`src/frs_pkg.sv`:
```
// constants and types shared by the fundamental reset init sequencer
package frs_pkg;

  // core clock rate and sequence time budgets, times in microseconds
  localparam int unsigned CORE_CLK_MHZ = 125;
  localparam int unsigned LINK_TRAIN_US = 20000;
  localparam int unsigned RETRY_READY_US = 100000;
  localparam int unsigned EEPROM_LOAD_US = 200000;
  localparam int unsigned NORMAL_OP_US = 1000000;

  // budgets as whole core clock cycles (longest times, so rounded down)
  localparam int unsigned LINK_TRAIN_CYC = (LINK_TRAIN_US * CORE_CLK_MHZ) / 1;
  localparam int unsigned RETRY_READY_CYC = (RETRY_READY_US * CORE_CLK_MHZ) / 1;
  localparam int unsigned EEPROM_LOAD_CYC = (EEPROM_LOAD_US * CORE_CLK_MHZ) / 1;
  localparam int unsigned NORMAL_OP_CYC = (NORMAL_OP_US * CORE_CLK_MHZ) / 1;

  // master smbus rates in kHz
  localparam int unsigned SLOW_RATE_KHZ = 100;
  localparam int unsigned FAST_RATE_KHZ = 400;

  // strap field widths and positions inside the synchronised strap vector
  localparam int unsigned ADDR_STRAP_W = 4;
  localparam int unsigned MODE_W = 4;
  localparam int unsigned STRAP_W = 10;
  localparam int unsigned POS_SLOW = 0;
  localparam int unsigned POS_ADDR = 1;
  localparam int unsigned POS_MODE = 5;
  localparam int unsigned POS_HALT = 9;
  localparam logic [STRAP_W-1:0] STRAP_RST = 10'h000;

  // slave address: straps land on address bits 5, 3, 2 and 1
  localparam int unsigned SADDR_W = 7;
  localparam logic [SADDR_W-1:0] SADDR_BASE = 7'h00;

  // operating mode that asks for serial eeprom initialisation
  localparam logic [MODE_W-1:0] MODE_EEPROM_INIT = 4'h1;

  // eeprom error code field and the code used for a load overrun
  localparam int unsigned ERR_W = 4;
  localparam logic [ERR_W-1:0] ERR_NONE = 4'h0;
  localparam logic [ERR_W-1:0] ERR_TIMEOUT = 4'hF;

  // sequencer states
  typedef enum logic [3:0] {
    ST_WAIT_CLEAR = 4'h0,
    ST_RATE = 4'h1,
    ST_SLAVE_INIT = 4'h2,
    ST_MASTER_INIT = 4'h3,
    ST_EE_LOAD = 4'h4,
    ST_HALT_CHECK = 4'h5,
    ST_HALTED = 4'h6,
    ST_NORMAL = 4'h7,
    ST_SOFT_FUNDAMENTAL_RESET_CPL = 4'h8
  } frs_state_t;

endpackage

```
`src/frs_strap_if.sv`:
```
// carrier for the boot straps sampled at reset pin release
`timescale 1ns/10ps
`default_nettype none
interface frs_strap_if;
  import frs_pkg::*;
  logic resetActive;
  logic resetReleased;
  logic slowRate;
  logic [ADDR_STRAP_W-1:0] slaveAddrStraps;
  logic [MODE_W-1:0] opMode;
  logic haltRequest;

  modport sampler (
    output resetActive,
    output resetReleased,
    output slowRate,
    output slaveAddrStraps,
    output opMode,
    output haltRequest
  );

  modport seq (
    input resetActive,
    input resetReleased,
    input slowRate,
    input slaveAddrStraps,
    input opMode,
    input haltRequest
  );
endinterface
`default_nettype wire

```
`src/frs_strap_sampler.sv`:
```
// synchronises the reset pin and straps, captures straps on pin release
`timescale 1ns/10ps
`default_nettype none
module frs_strap_sampler (
  // clock and reset
  input wire logic core_clk,
  input wire logic rst_n,
  // pins
  input wire logic reset_pin_n,
  input wire logic [frs_pkg::STRAP_W-1:0] strapPins,
  // sampled values
  frs_strap_if.sampler straps
);
  import frs_pkg::*;

  logic [STRAP_W:0] pinsIn;
  logic [STRAP_W:0] syncA;
  logic [STRAP_W:0] syncB;
  logic pinHighDly;
  logic [STRAP_W-1:0] held;
  logic [STRAP_W-1:0] next_held;

  // two-stage synchroniser per pin, the pin level sits on the top bit
  assign pinsIn = {reset_pin_n, strapPins};
  genvar g;
  generate
    for (g = 0; g <= STRAP_W; g++)
    begin : gSync
      always_ff @(posedge core_clk or negedge rst_n)
      begin
        if (!rst_n)
        begin
          syncA[g] <= 1'b0;
          syncB[g] <= 1'b0;
        end
        else
        begin
          syncA[g] <= pinsIn[g];
          syncB[g] <= syncA[g];
        end
      end
    end
  endgenerate

  // capture on the release edge only; a soft reset keeps the old values
  always_comb
  begin
    next_held = held;
    if (syncB[STRAP_W] && !pinHighDly)
      next_held = syncB[STRAP_W-1:0];
  end

  // register the captured straps and the delayed pin level
  always_ff @(posedge core_clk or negedge rst_n)
  begin
    if (!rst_n)
    begin
      held <= STRAP_RST;
      pinHighDly <= 1'b0;
    end
    else
    begin
      held <= next_held;
      pinHighDly <= syncB[STRAP_W];
    end
  end

  // drive the carrier; halt request shows the fresh capture on the release edge
  assign straps.resetActive = !syncB[STRAP_W];
  assign straps.resetReleased = syncB[STRAP_W] && !pinHighDly;
  assign straps.slowRate = held[POS_SLOW];
  assign straps.slaveAddrStraps = held[POS_ADDR +: ADDR_STRAP_W];
  assign straps.opMode = held[POS_MODE +: MODE_W];
  assign straps.haltRequest = next_held[POS_HALT];
endmodule
`default_nettype wire

```
`src/frs_elapsed_timer.sv`:
```
// saturating count of core cycles since the reset condition cleared
`timescale 1ns/10ps
`default_nettype none
module frs_elapsed_timer #(
  parameter int unsigned WIDTH = 27
) (
  // clock and reset
  input wire logic core_clk,
  input wire logic rst_n,
  // control and count
  input wire logic clear,
  output logic [WIDTH-1:0] elapsed
);
  logic [WIDTH-1:0] next_elapsed;

  // hold at all ones so late checks never wrap back to early
  always_comb
  begin
    next_elapsed = elapsed;
    if (clear)
      next_elapsed = '0;
    else if (elapsed != {WIDTH{1'b1}})
      next_elapsed = elapsed + 1'b1;
  end

  // register the count
  always_ff @(posedge core_clk or negedge rst_n)
  begin
    if (!rst_n)
      elapsed <= '0;
    else
      elapsed <= next_elapsed;
  end
endmodule
`default_nettype wire

```
`src/frs_init_sequencer.sv`:
```
// fundamental reset init sequencer: smbus bring-up, eeprom load, halt
//
// Summary of operation
// - slow-rate strap set gives 100 kHz master smbus, otherwise 400 kHz
// - next release slave smbus, address from straps on bits 5 and 3:1
// - master smbus released only after slave smbus init is done
// - eeprom mode: load eeprom over master smbus into registers
// - load error aborts, sets halt bit and records error code
// - eeprom done flag set on success and on error
// - halted: core logic in reset, smbus and registers alive, stacks retry
// - halt lasts until the halt bit is cleared through slave smbus
// - halted: external agent may reach all registers and eeprom interface
// - normal operation within 1.0 s when eeprom load ends within 200 ms; code only flags a miss on normalDeadlineMissed
// - side effect of an eeprom-loaded write fires at that write
// - soft reset write gets its completion before warm reset starts
// - straps sampled at reset pin release, soft reset reuses them
// - halt pin seen during reset sets the halt status bit
// - quasi-reset: training within 20 ms, config retry within 100 ms
`timescale 1ns/10ps
`default_nettype none
module frs_init_sequencer #(
  parameter int unsigned EEPROM_LOAD_CYC = frs_pkg::EEPROM_LOAD_CYC,
  parameter int unsigned NORMAL_OP_CYC = frs_pkg::NORMAL_OP_CYC
) (
  // clock and reset
  input wire logic core_clk,
  input wire logic rst_n,
  // reset and boot strap pins
  input wire logic reset_pin_n,
  input wire logic master_smbus_slow_strap,
  input wire logic [frs_pkg::ADDR_STRAP_W-1:0] slave_smbus_addr_straps,
  input wire logic [frs_pkg::MODE_W-1:0] operating_mode_straps,
  input wire logic reset_halt,
  // soft fundamental reset write and its completion
  input wire logic softResetWrite,
  input wire logic softResetData,
  output logic softResetCompletion,
  // slave smbus controller
  output logic slaveSmbusRstN,
  output logic [frs_pkg::SADDR_W-1:0] slaveSmbusAddr,
  input wire logic slaveInitDone,
  // master smbus controller
  output logic masterSmbusRstN,
  output logic masterSmbusSlow,
  input wire logic masterInitDone,
  // eeprom loader
  output logic eepromLoadReq,
  output logic eepromLoadAbort,
  input wire logic eepromLoadFinish,
  input wire logic eepromLoadError,
  input wire logic [frs_pkg::ERR_W-1:0] eepromErrorCode,
  input wire logic eeCfgWrite,
  input wire logic eeCfgWriteSideEffect,
  input wire logic eeSetHalt,
  output logic sideEffectFire,
  // halt control from the slave smbus
  input wire logic smbHaltClear,
  // switch control and status bits
  output logic haltBit,
  output logic haltStatus,
  output logic eeprom_load_done,
  output logic eepromErrorFlag,
  output logic [frs_pkg::ERR_W-1:0] eepromErrorRecord,
  // core and stack control
  output logic coreResetN,
  output logic stackResetN,
  output logic linkTrainEnable,
  output logic configRetry,
  output logic agentAccessGrant,
  output logic normalOperation,
  output logic normalDeadlineMissed,
  output frs_pkg::frs_state_t seqState
);
  import frs_pkg::*;

  localparam int unsigned CNT_W = $clog2(NORMAL_OP_CYC + 1);

  // refuse budgets that the sequence cannot keep in order
  generate
    if (EEPROM_LOAD_CYC < 1 || NORMAL_OP_CYC <= EEPROM_LOAD_CYC)
    begin : gBadBudget
      $error("eeprom budget must be nonzero and below the normal-op budget");
    end
    if (LINK_TRAIN_CYC > RETRY_READY_CYC)
    begin : gBadOrder
      $error("link training budget exceeds the retry budget");
    end
  endgenerate

  frs_strap_if straps ();

  frs_state_t state;
  frs_state_t next_state;
  logic next_haltBit;
  logic next_haltStatus;
  logic next_done;
  logic next_errFlag;
  logic [ERR_W-1:0] next_errRecord;
  logic next_masterSlow;
  logic next_sideEffect;
  logic next_deadlineMissed;
  logic [CNT_W-1:0] loadStamp;
  logic [CNT_W-1:0] next_loadStamp;
  logic [CNT_W-1:0] elapsed;
  logic [CNT_W-1:0] loadElapsed;
  logic timerClear;
  logic needsEeprom;
  logic loadOverrun;
  logic loadFail;
  logic haltSetEvent;
  logic softResetHit;

  // pin synchronisers and strap capture
  frs_strap_sampler uSampler (
    .core_clk(core_clk),
    .rst_n(rst_n),
    .reset_pin_n(reset_pin_n),
    .strapPins({reset_halt, operating_mode_straps, slave_smbus_addr_straps,
                master_smbus_slow_strap}),
    .straps(straps.sampler)
  );

  // time since the reset condition cleared
  frs_elapsed_timer #(
    .WIDTH(CNT_W)
  ) uTimer (
    .core_clk(core_clk),
    .rst_n(rst_n),
    .clear(timerClear),
    .elapsed(elapsed)
  );

  // decode of the sampled mode and eeprom load outcomes
  assign timerClear = (state == ST_WAIT_CLEAR) || (state == ST_SOFT_FUNDAMENTAL_RESET_CPL);
  assign needsEeprom = (straps.opMode == MODE_EEPROM_INIT);
  assign loadElapsed = elapsed - loadStamp;
  assign loadOverrun = (loadElapsed >= CNT_W'(EEPROM_LOAD_CYC));
  assign loadFail = (state == ST_EE_LOAD) && (eepromLoadError || loadOverrun);
  assign haltSetEvent = loadFail || ((state == ST_EE_LOAD) && eeSetHalt);
  assign softResetHit = softResetWrite && softResetData;

  // sequence state and status bits
  always_comb
  begin
    next_state = state;
    next_haltBit = haltBit;
    next_haltStatus = haltStatus;
    next_done = eeprom_load_done;
    next_errFlag = eepromErrorFlag;
    next_errRecord = eepromErrorRecord;
    next_masterSlow = masterSmbusSlow;
    next_loadStamp = loadStamp;
    next_deadlineMissed = normalDeadlineMissed;
    next_sideEffect = (state == ST_EE_LOAD) && eeCfgWrite && eeCfgWriteSideEffect;

    // halt bit: agent clears over slave smbus, a set in the same cycle wins
    if (haltSetEvent)
      next_haltBit = 1'b1;
    else if (smbHaltClear)
      next_haltBit = 1'b0;

    // budget watch: not in normal operation by the deadline
    if (!timerClear && state != ST_NORMAL && elapsed >= CNT_W'(NORMAL_OP_CYC))
      next_deadlineMissed = 1'b1;

    unique case (state)
      ST_WAIT_CLEAR:
      begin
        next_haltBit = 1'b0;
        next_done = 1'b0;
        next_errFlag = 1'b0;
        next_errRecord = ERR_NONE;
        next_deadlineMissed = 1'b0;
        if (!straps.resetActive)
        begin
          next_haltStatus = straps.haltRequest;
          next_state = ST_RATE;
        end
      end
      ST_RATE:
      begin
        next_masterSlow = straps.slowRate;
        next_state = ST_SLAVE_INIT;
      end
      ST_SLAVE_INIT:
      begin
        if (slaveInitDone)
          next_state = ST_MASTER_INIT;
      end
      ST_MASTER_INIT:
      begin
        if (masterInitDone)
        begin
          next_loadStamp = elapsed;
          next_state = needsEeprom ? ST_EE_LOAD : ST_HALT_CHECK;
        end
      end
      ST_EE_LOAD:
      begin
        if (loadFail)
        begin
          next_done = 1'b1;
          next_errFlag = 1'b1;
          next_errRecord = eepromLoadError ? eepromErrorCode : ERR_TIMEOUT;
          next_state = ST_HALT_CHECK;
        end
        else if (eepromLoadFinish)
        begin
          next_done = 1'b1;
          next_state = ST_HALT_CHECK;
        end
      end
      ST_HALT_CHECK:
      begin
        next_state = haltBit ? ST_HALTED : ST_NORMAL;
      end
      ST_HALTED:
      begin
        if (!haltBit)
          next_state = ST_NORMAL;
      end
      ST_NORMAL:
      begin
        next_state = ST_NORMAL;
      end
      ST_SOFT_FUNDAMENTAL_RESET_CPL:
      begin
        next_state = ST_WAIT_CLEAR;
      end
      default:
      begin
        next_state = ST_WAIT_CLEAR;
      end
    endcase

    // soft reset: answer the write first, then restart the sequence
    if (softResetHit && state != ST_WAIT_CLEAR && state != ST_SOFT_FUNDAMENTAL_RESET_CPL)
      next_state = ST_SOFT_FUNDAMENTAL_RESET_CPL;
    // the reset pin overrides everything
    if (straps.resetActive)
      next_state = ST_WAIT_CLEAR;
  end

  // register the sequence state and status
  always_ff @(posedge core_clk or negedge rst_n)
  begin
    if (!rst_n)
    begin
      state <= ST_WAIT_CLEAR;
      haltBit <= 1'b0;
      haltStatus <= 1'b0;
      eeprom_load_done <= 1'b0;
      eepromErrorFlag <= 1'b0;
      eepromErrorRecord <= ERR_NONE;
      masterSmbusSlow <= 1'b0;
      loadStamp <= '0;
      sideEffectFire <= 1'b0;
      normalDeadlineMissed <= 1'b0;
    end
    else
    begin
      state <= next_state;
      haltBit <= next_haltBit;
      haltStatus <= next_haltStatus;
      eeprom_load_done <= next_done;
      eepromErrorFlag <= next_errFlag;
      eepromErrorRecord <= next_errRecord;
      masterSmbusSlow <= next_masterSlow;
      loadStamp <= next_loadStamp;
      sideEffectFire <= next_sideEffect;
      normalDeadlineMissed <= next_deadlineMissed;
    end
  end

  // smbus controller releases, in order slave then master
  assign slaveSmbusRstN = !timerClear && (state != ST_RATE);
  assign masterSmbusRstN = slaveSmbusRstN && (state != ST_SLAVE_INIT);

  // slave address: straps on bits 5, 3, 2 and 1
  assign slaveSmbusAddr = SADDR_BASE | {1'b0, straps.slaveAddrStraps[3], 1'b0,
                                        straps.slaveAddrStraps[2:0], 1'b0};

  // eeprom load handshake
  assign eepromLoadReq = (state == ST_EE_LOAD);
  assign eepromLoadAbort = loadFail;
  assign softResetCompletion = (state == ST_SOFT_FUNDAMENTAL_RESET_CPL);

  // core held in reset until normal operation, stacks in quasi-reset
  assign coreResetN = (state == ST_NORMAL);
  assign normalOperation = (state == ST_NORMAL);
  assign stackResetN = (state != ST_WAIT_CLEAR);
  assign linkTrainEnable = stackResetN;
  assign configRetry = stackResetN && (state != ST_NORMAL);
  assign agentAccessGrant = (state == ST_HALTED);
  assign seqState = state;
endmodule
`default_nettype wire

```
`config.mk`:
```
export PLATFORM = sky130hd
export DESIGN_NAME = frs_init_sequencer
export DESIGN_NICKNAME = d
export VERILOG_FILES = /design/src/frs_pkg.sv /design/src/frs_strap_if.sv /design/src/frs_strap_sampler.sv /design/src/frs_elapsed_timer.sv /design/src/frs_init_sequencer.sv
export SDC_FILE = /design/constraint.sdc
export NUM_CORES = 1
export LEC_CHECK = 0
export BUFFER_PORTS_ARGS = -buffer_cell sky130_fd_sc_hd__buf_2
export CORE_MARGIN = 2
export CORE_UTILIZATION = 30
export CTS_CLUSTER_DIAMETER = 150
export CTS_CLUSTER_SIZE = 24
export DETAILED_ROUTE_END_ITERATION = 12
export PLACE_DENSITY = 0.52
export RECOVER_POWER = 100
export SLEW_MARGIN = 20
export SYNTH_ARGS = -nofsm -noshare
export SYNTH_HDL_FRONTEND = slang
export SYNTH_HIERARCHICAL = 1
export SYNTH_SLANG_ARGS = --single-unit
```
`constraint.sdc`:
```
create_clock -name core_clk -period 4.6 [get_ports core_clk]
set_input_delay 0.23 -clock core_clk [delete_from_list [all_inputs] [get_ports core_clk]]
set_output_delay 0.23 -clock core_clk [all_outputs]
set_load 0.01 [all_outputs]
```
==> impl_metrics.json, run 1 <==
{
  "status": "finished with violations",
  "violations": "capacitance limit, slew limit",
  "async_reset_ff_share_pct": 100,
  "grt_pass1_wl_mm": 25.2,
  "hold_class": "in2reg",
  "dpl.hpwl_mm": 11.3,
  "grt_pass1_vias": 4755,
  "instances_no_fill": 978,
  "cts_buffers": 9,
  "grtUsageTotal_pct": 14.3,
  "core_mm2": 0.0209,
  "drive_above_1_share_pct": 15.5,
  "crit_top_cell": "nand4_1",
  "slowest_stage": "dfrtp_1",
  "cts_resized": 0,
  "n_antenna_cell": 0,
  "grt_antenna_before_repair": 0,
  "post_synth_fa_ha_maj_area_fraction_pct": 5.51,
  "fmax_mhz": 241,
  "final_area_mm2": 0.00709,
  "ant_nets": 0,
  "worst-setup-path-type": "reg2out",
  "dr.pass1.iters": 5,
  "period_minus_slack_ns": 4.15,
  "rsz0062_at_grt": "false",
  "worst_pin_slew_ns": 3.58,
  "cts.path.max_buffers": 2,
  "synth_compound_area_share_pct": 16.0,
  "dieArea_mm2": 0.0224,
  "yosys.area_share.simple_pct": 20.4,
  "final_util_pct": 33.9,
  "startpoint": "uTimer/elapsed[17]$_DFFE_PN0P_",
  "r2r-start": "uTimer/elapsed[17]$_DFFE_PN0P_",
  "grt_max_degree": 66,
  "critPathBufInv": 1,
  "dpl_cell_area_mm2": 0.00678,
  "max_stage_delay_ns": 0.51,
  "htree_levels": 3,
  "initial_core_util_pct": 30.4,
  "crit_path_cell_trace": "ha_1 > a21oi_1 > o21ai_0 > mux2_2 > a211oi_1 > nand4_1 > a311oi_1 > nand4_1 > nor4b_4 > nor2_2 > nor2_1 > clkbuf_1",
  "cap_violations": 3,
  "cts_tree": "yes",
  "setup_viol": 0,
  "synth_top_family_by_area": "simple AND/OR/NAND/NOR gates",
  "synth.ff_latch_count": 102,
  "skew_ns": 0.0114,
  "yosys_warnings": 6,
  "routed_via_density": 5.18,
  "end_kind": "primary output",
  "netlist_instances": 655,
  "hold_violations": 0,
  "gp_congestion": 0.854,
  "synth_cell_types": 77,
  "cellLeakagePower_nw": 3.14,
  "period_share_pct": 90.2,
  "crit_family": "simple AND/OR/NAND/NOR gates",
  "synthMuxAreaShare_pct": 9.01,
  "die_h_um": 150,
  "wl_mm": 15.6,
  "syn_to_final_growth_pct": 11.5,
  "drc": 0,
  "holdWs_ns": 0.0932,
  "yosysSeqAreaShare_pct": 40.1,
  "cp-start-kind": "register",
  "critPathMaxFanout": 11,
  "clock_sinks": 102,
  "cp.arrival_ns": 3.92,
  "final.setup.tns_ns": 0,
  "slew_headroom_pct": -139,
  "nets": 753,
  "hold_path.startpoint": "eeCfgWrite",
  "path_clk_slew_ns": 0.07,
  "overflow": 0,
  "io_pins": 60,
  "pwr_density_cell_mw_per_mm2": 385,
  "irDropWorstVdd_v": 0.000183,
  "dp.cells": 950,
  "clk_latency_ns": 0.36,
  "synth_flop_cell": "dfrtp_1",
  "final-max-slew-violation-count": 136,
  "syn_area_mm2": 0.00636,
  "cts_root_buffer": "clkbuf_16",
  "io_buffers": 56,
  "syn_avg_cell_area_um2": 9.71,
  "wl_per_cell_um": 15.9,
  "synth_edf_count": 0,
  "vias": 5068,
  "drt_iter0_drc": 284,
  "num_rows": 53,
  "synth_xor_area_share_pct": 2.89,
  "cp.required_ns": 4.37,
  "fp.dieW_um": 150
}
[layout by cell type (no fill, tap or decap), types with 6 or more instances in the layout]
cell type,instances
a31oi_1,8
nor2b_1,14
o21ai_0,32
ha_1,28
or3_1,8
dlygate4sd3_1,12
and3_1,7
a21oi_1,48
clkbuf_16,9
xnor2_1,12
nand3_1,18
xor2_1,9
nor2_1,36
clkbuf_1,34
nand4_1,21
buf_2,24
and2_1,9
nor3_1,14
dfrtp_1,102
a21o_1,6
nand2_1,42
and4_1,9
mux2_2,44
nand2b_1,8
a311o_1,6
inv_1,37
nor4_1,6
[area by class of cell]
cell class,instances,area [um2]
timing repair buffer,72,383
inverter,37,139
clock buffer,9,225
fill,2204,13800
clock inverter,7,55.1
multi-input combinational,476,3390
sequential,102,2550
tap,275,344
[where the power goes]
part / total [mW] / leakage, nW / switching (mW) / internal, mW
combinational: 0.968 / 1.66 / 0.556 / 0.412
sequential: 1.02 / 1.34 / 0.0622 / 0.961
clock: 0.737 / 0.139 / 0.362 / 0.375
total: 2.73 / 3.14 / 0.981 / 1.75
[routing by layer]
| metal | global-route usage (%) | part of all wire (%) | up-vias |
|---|---|---|---|
| met5 | 0 | 0 | - |
| met4 | 2.95 | 1.0 | 0 |
| met3 | 3.93 | 5.6 | 11 |
| met2 | 22.5 | 45 | 122 |
| met1 | 19.6 | 49 | 2456 |
| li1 | - | - | 2479 |
[Yosys cell counts, drive strengths merged (10+ instances only)]
cell	count	share of area, %
nor2	37	2.2
nand3	19	1.6
and2	10	1.0
nor2b	14	1.5
mux2	47	8.9
nand2	42	2.5
ha	28	5.5
o21ai	37	3.0
inv	37	2.2
dfrtp	102	40
a21oi	49	3.9
clkbuf	16	0.94
nand4	23	2.6
xnor2	12	1.7
and4	10	1.4
buf	26	2.8
nor3	14	1.1
[flip-flops by register name, indices dropped and copies added (netlist names), 4 cells and up]
register,flops
loadStamp,27
uSampler/syncB,11
seqState,4
eepromErrorRecord,4
uSampler/syncA,11
uSampler/held,10
uTimer/elapsed,27
[through the flow]
| stage | worst slack (ns) | power, mW |
|---|---|---|
| final | 0.453 | 2.73 |
| after global routing | 0.127 | 2.90 |
| after detailed placement | 0.908 | 2.01 |
| after floorplan | 1.32 | 1.78 |
| after global placement | 0.965 | 2.02 |
| after CTS | 0.544 | 2.78 |
[cells by family (layout without fill, tap and decap cells)]
| kind of cell | Yosys count | after routing |
|---|---|---|
| other cells | 1 | 3 |
| mux | 48 | 48 |
| flops | 102 | 102 |
| xor+xnor | 21 | 21 |
| compound gates | 155 | 155 |
| buf+inv | 79 | 125 |
| simple gates | 221 | 221 |
| fa+ha+maj | 28 | 28 |
[worst register-to-register path: stages, from the launching register on]
cell      delay, ns
dfrtp_1        0.51
ha_1           0.50
a21oi_1        0.15
o21ai_0        0.35
mux2_2         0.38
a211oi_1       0.23
nand4_1        0.13
a311oi_1       0.27
nand4_1        0.18
nor4b_4        0.41
nor2_2         0.18
a311o_1        0.38
[final timing paths]
check,end,slack [ns],cells after the start
worst min register to register,uSampler/syncB[10]$_DFF_PN0_,0.35,0
worst max-delay path,eepromLoadAbort,0.45,12
worst min-delay path,sideEffectFire$_DFF_PN0_,0.09,2
worst max register to register,eepromErrorRecord[0]$_DFFE_PN0P_,0.82,11
min in group asynchronous,uSampler/held[3]$_DFFE_PN0P_,1.64,2
max in group asynchronous,loadStamp[14]$_DFFE_PN0P_,0.94,2
[what timing repair did]
| action | in CTS | in global routing |
|---|---|---|
| setup buffers | 0 | 0 |
| hold buffers | 12 | 0 |
| hold endpoints to repair | 31 | 0 |
Note: power is estimated with default switching activity, not from simulation.
==> run 2: changes to the inputs <==
Settings changed: CORE_MARGIN 2 to default.
==> run 2 against run 1 <==
Net effect:
- the flow still finishes with violations (capacitance limit, slew limit)
- sequential power about the same
- clock power increased by 3.1%
- register-to-register slack got worse by 0.05 ns
- worst setup slack got worse by 0.0075 ns
- first-iteration DRC count decreased by 31%
- hold slack gained 0.0077 ns
- sequential cell count is the same
- largest cell class unchanged
- highest routed layer unchanged
==> impl_metrics.json, run 2 (same netlist as run 1, synthesis figures left out) <==
{
  "irDropWorstVdd_v": 0.000171,
  "drive_above_1_share_pct": 15.7,
  "cts_tree": "yes",
  "rsz0062_at_grt": "false",
  "grt_pass1_wl_mm": 24.3,
  "r2r_end": "eepromErrorRecord[0]$_DFFE_PN0P_",
  "final_util_pct": 34.7,
  "hold_violations": 0,
  "final-max-slew-violation-count": 94,
  "fillerInstances": 2126,
  "overflow": 0,
  "grt_max_degree": 65,
  "htree_levels": 3,
  "cp-start-kind": "register",
  "period_share_pct": 90.3,
  "ant_nets": 0,
  "core_mm2": 0.0205,
  "max_stage_delay_ns": 0.57,
  "period_minus_slack_ns": 4.15,
  "fmax_mhz": 241,
  "cts_buffers": 9,
  "fp.dieW_um": 148,
  "io_pins": 60,
  "cp.arrival_ns": 3.92,
  "clk_latency_ns": 0.35,
  "slowest_stage": "ha_1",
  "grtUsageTotal_pct": 13.8,
  "violations": "capacitance limit, slew limit",
  "cts_root_buffer": "clkbuf_16",
  "final.setup.tns_ns": 0,
  "hold_class": "in2reg",
  "power.total_mw": 2.73,
  "holdPathEnd": "sideEffectFire$_DFF_PN0_",
  "status": "finished with violations",
  "critPathMaxFanout": 12,
  "worst-setup-path-type": "reg2out",
  "cap_violations": 2,
  "wl_per_cell_um": 14.9,
  "drc": 0,
  "nets": 752,
  "io_buffers": 56,
  "layout_commonest_cell": "dfrtp_1",
  "pwr_density_cell_mw_per_mm2": 384,
  "die_h_um": 148,
  "holdWs_ns": 0.101,
  "crit_path_cell_trace": "ha_1 > nand2_1 > nor2_1 > o31ai_1 > a2111oi_0 > nand4_1 > a311oi_1 > nand4_1 > nor4b_4 > nor2_1 > nor2_1 > buf_2",
  "reg2reg_depth": 11,
  "cp.required_ns": 4.37,
  "cts_setup_buffers": 0,
  "clock_sinks": 102,
  "r2r_slack_ns": 0.77,
  "cts.path.max_buffers": 2,
  "num_rows": 52,
  "path_clk_slew_ns": 0.08,
  "drt_iter0_drc": 195,
  "slew_headroom_pct": -127,
  "multiInputGateArea_mm2": 0.00339,
  "initial_core_util_pct": 31.0,
  "dr.pass1.iters": 5,
  "routed_via_density": 5.11,
  "gp_congestion": 0.865,
  "skew_ns": 0.00933,
  "crit_top_cell": "nor2_1",
  "regArea_mm2": 0.00255,
  "grt_pass1_vias": 4725,
  "dieArea_mm2": 0.0218,
  "dpl.hpwl_mm": 10.6,
  "hold_path.startpoint": "eeCfgWrite",
  "n_antenna_cell": 0,
  "syn_to_final_growth_pct": 12.0,
  "vias": 4970,
  "worst_pin_slew_ns": 3.40,
  "wl_mm": 14.5,
  "final_cell_mix": "dfrtp_1 (102), a21oi_1 (48), mux2_2 (43), nand2_1 (42), nor2_1 (37)",
  "end_kind": "primary output",
  "cellLeakagePower_nw": 3.16,
  "setup_viol": 0,
  "r2r-start": "uTimer/elapsed[18]$_DFFE_PN0P_",
  "holdPathStages": 2,
  "top_regs": "loadStamp: 27 flops, uTimer/elapsed: 27 flops",
  "grt_antenna_before_repair": 0
}
-- run 2: changes by cell type in the layout (fill, tap and decap cells not counted), sizes merged --
cell      previous run  this run
clkinv               2         7
inv                 41        37
clkbuf              43        40
buf                 26        28
clkinvlp             1         0
-- run 2: what timing repair did --
action / CTS / global route
hold buffers: 12 / 0
gates resized for setup: 0 / 0
hold endpoints to repair: 21 / 0
setup endpoints to repair: 0 / 0
-- run 2: power by group --
group / switching (mW) / internal [mW]
Sequential: 0.0683 / 0.961
Combinational: 0.535 / 0.410
Clock: 0.371 / 0.389
Total: 0.974 / 1.76
-- run 2: routing by layer --
metal	wire length, um	vias to the layer above	track usage (%)
met2	6830	69	22.2
met1	7120	2410	19.0
li1	-	2478	-
met3	335	13	1.79
met5	0	-	0
met4	200	0	4.85
-- run 2: stage by stage --
| stage | std cells | area [um2] | setup slack [ns] |
|---|---|---|---|
| 3_5_place_dp | 944 | 6770 | 0.872 |
| 5_1_grt | 972 | 7120 | 0.0988 |
| 3_3_place_gp | 944 | 6770 | 0.896 |
| 2_1_floorplan | 657 | 6370 | 1.32 |
| 6_report | 972 | 7120 | 0.445 |
| 4_1_cts | 972 | 7210 | 0.526 |
-- run 2: cell type report --
type	instances	share of cell area, %
Timing Repair Buffer	71	5.33
Multi-Input combinational cell	476	47.7
Sequential cell	102	35.9
Tap cell	270	4.75
Inverter	37	1.95
Clock inverter	7	1.28
Clock buffer	9	3.16
-- run 2: worst max-delay path by stage --
stage	from	to	cells past startpoint	slack, ns
2_1_floorplan	uTimer/elapsed[10]$_DFFE_PN0P_	eepromErrorRecord[0]$_DFFE_PN0P_	12	1.32
3_3_place_gp	uTimer/elapsed[18]$_DFFE_PN0P_	eepromErrorRecord[1]$_DFFE_PN0P_	11	0.90
3_5_place_dp	uTimer/elapsed[18]$_DFFE_PN0P_	eepromErrorRecord[0]$_DFFE_PN0P_	11	0.87
4_1_cts	uTimer/elapsed[18]$_DFFE_PN0P_	eepromLoadAbort	12	0.53
5_1_grt	uTimer/elapsed[18]$_DFFE_PN0P_	eepromLoadAbort	12	0.1
6_report	uTimer/elapsed[18]$_DFFE_PN0P_	eepromLoadAbort	12	0.45
-- run 2: critical path, delay by kind of cell, from the launching register on --
family                     cells  cell delay, ns
and+or+nand+nor                7            1.56
AOI/OAI and AO/OA              3            0.81
DFF                            1            0.51
buffers and inverters          1            0.13
adders and majority gates      1            0.57
==> run 3: changes to the inputs <==
Settings changed: SYNTH_HIERARCHICAL 1 to default.
==> run 3 against run 2 <==
Net effect:
- the run still ends with capacitance limit, slew limit left
- hold slack improved by 0.020 ns
- register-to-register slack improved by 0.17 ns
- sequential cell count did not move
- highest routed layer unchanged
- first-iteration DRC count rose by 23%
==> impl_metrics.json, run 3 <==
{
  "netlist_instances": 573,
  "grt_max_degree": 65,
  "slowest_stage": "ha_1",
  "worst_pin_slew_ns": 1.71,
  "fp.dieW_um": 140,
  "end_kind": "primary output",
  "clk_latency_ns": 0.35,
  "crit_path_cell_trace": "ha_1 > and4_1 > nand3_2 > a211oi_4 > o21bai_1 > a211oi_1 > a31oi_1 > o21ai_0 > a41oi_4 > o22ai_4 > buf_2",
  "final.setup.tns_ns": 0,
  "async_reset_ff_share_pct": 100,
  "synth_edf_count": 0,
  "final-max-slew-violation-count": 114,
  "syn_to_final_growth_pct": 13.3,
  "rsz0062_at_grt": "false",
  "grt_pass1_wl_mm": 20.9,
  "synth_flop_cell": "dfrtp_1",
  "grt_pass1_vias": 4260,
  "drive_above_1_share_pct": 15.9,
  "critPathMaxFanout": 9,
  "cts_setup_buffers": 0,
  "wl_mm": 12.1,
  "syn_area_mm2": 0.00575,
  "routed_via_density": 4.89,
  "pwr_density_cell_mw_per_mm2": 393,
  "setup_viol": 0,
  "period_share_pct": 84.1,
  "slew_headroom_pct": -13.8,
  "dpl.hpwl_mm": 8.91,
  "startpoint": "uTimer.elapsed[10]$_DFFE_PN0P_",
  "cts_buffers": 9,
  "cellLeakagePower_nw": 2.91,
  "layout_commonest_cell": "dfrtp_1",
  "initial_core_util_pct": 30.6,
  "gp_congestion": 0.793,
  "drt_iter0_drc": 240,
  "cp.arrival_ns": 3.64,
  "fmax_mhz": 259,
  "netlist.area_leader.share_pct": 44.4,
  "htree_levels": 3,
  "max_stage_delay_ns": 0.51,
  "worst-setup-path-type": "reg2out",
  "io_buffers": 56,
  "ant_nets": 0,
  "cp.required_ns": 4.37,
  "power.total_mw": 2.56,
  "critPathBufInv": 1,
  "grtUsageTotal_pct": 13.1,
  "overflow": 0,
  "hold_violations": 0,
  "cap_violations": 3,
  "wl_per_cell_um": 14.0,
  "skew_ns": 0.00876,
  "yosysTopAreaCell": "dfrtp_1",
  "irDropWorstVdd_v": 0.000180,
  "ys_top_cells_by_area": "dfrtp_1 (44%), mux2_2 (6.9%), ha_1 (6.1%)",
  "synth_most_common_cell": "dfrtp_1",
  "die_h_um": 140,
  "cts_tree": "yes",
  "n_antenna_cell": 0,
  "drc": 0,
  "path_clk_slew_ns": 0.08,
  "syn_avg_cell_area_um2": 10.0,
  "synth.ff_latch_count": 102,
  "yosysSeqAreaShare_pct": 44.4,
  "clock_sinks": 102,
  "io_pins": 60,
  "vias": 4228,
  "fillerInstances": 1940,
  "violations": "capacitance limit, slew limit",
  "nets": 680,
  "synth_common_cells": "dfrtp_1 (102), nor2_1 (53), inv_1 (41)",
  "cp-start-kind": "register",
  "final_cell_mix": "dfrtp_1 (102), nor2_1 (53), inv_1 (41), nand2_1 (40), mux2_2 (34)",
  "r2r-start": "uTimer.elapsed[10]$_DFFE_PN0P_",
  "top_regs": "loadStamp: 27 flops, uTimer.elapsed: 27 flops",
  "grt_antenna_before_repair": 0,
  "dr.pass1.iters": 4,
  "hold_class": "in2reg",
  "num_rows": 50,
  "core_mm2": 0.0188,
  "cts_root_buffer": "clkbuf_16",
  "hold_path.startpoint": "eeCfgWrite",
  "yosys_warnings": 0,
  "dieArea_mm2": 0.0197,
  "period_minus_slack_ns": 3.87,
  "cts.path.max_buffers": 2,
  "crit_family": "compound AO/OA/AOI/OAI gates",
  "status": "finished with violations",
  "synth_cell_types": 72
}
[run 3: cell types whose count changed after synthesis, sizes merged, moves of 6 or more]
cell,previous run,this run
xor2,9,20
nor2,37,53
a21oi,49,28
nor2b,14,3
mux2,47,35
and2,10,4
a311o,6,0
nand4,23,13
and4,10,4
o21ai,37,28
[run 3: layout make-up]
cell class | count | area (um2) | share of cell area, %
Multi-Input combinational cell | 400 | 2820 | 43.3
Sequential cell | 102 | 2550 | 39.2
Timing Repair Buffer | 71 | 384 | 5.90
Tap cell | 234 | 293 | 4.50
Clock buffer | 9 | 225 | 3.46
Inverter | 41 | 154 | 2.36
Clock inverter | 7 | 86.3 | 1.33
[run 3: where the power goes]
| part | switching, mW | internal [mW] | leakage (nW) | total, mW |
|---|---|---|---|---|
| Sequential | 0.0516 | 0.955 | 1.34 | 1.01 |
| Clock | 0.386 | 0.390 | 0.151 | 0.776 |
| Combinational | 0.446 | 0.333 | 1.42 | 0.780 |
[run 3: metrics by stage]
stage               cells  utilization, %  hold slack (ns)  setup WS (ns)  cell area, um2
finish                864            34.7            0.120          0.733            6510
CTS                   864            35.2            0.106          0.851            6600
global route          864            34.7            0.109          0.497            6510
detailed placement    836            32.9            0.336           1.25            6170
global placement      836            32.9            0.333           1.30            6170
floorplan             575               -          -0.0656           1.70            5750
[run 3: metal layers]
layer,vias up,part of all wire [%],track usage (%)
met2,60,47,21.4
met3,8,3.1,2.97
li1,2102,-,-
met5,-,0,0
met1,2058,50,17.8
met4,0,0.73,2.60
[run 3: final timing paths]
path,to,slack [ns],depth (start not counted)
hold reg to reg,uSampler.syncB[4]$_DFF_PN0_,0.35,0
setup reg to reg,eepromErrorRecord[1]$_DFFE_PN0P_,0.94,11
hold / removal,sideEffectFire$_DFF_PN0_,0.12,2
min in group asynchronous,uSampler.held[6]$_DFFE_PN0P_,0.82,2
max in group asynchronous,uTimer.elapsed[26]$_DFFE_PN0P_,2.46,3
setup / recovery,eepromLoadAbort,0.73,11
[run 3: cells by family (layout without fill, tap and decap cells)]
logic type	after synthesis	count (layout)	synth area share [%]
AO/OA/AOI/OAI	113	113	14.6
XOR/XNOR	31	31	4.86
adder cells (fa/ha/maj)	28	28	6.10
buffers and inverters	73	128	5.99
flip-flops	102	102	44.4
multiplexers	37	37	7.21
other	1	3	0.0653
AND/OR/NAND/NOR	188	188	16.8
[run 3: repair_timing]
action,CTS,global route
resized for setup,0,0
endpoints found under the hold margin,36,0
hold buffers,12,0
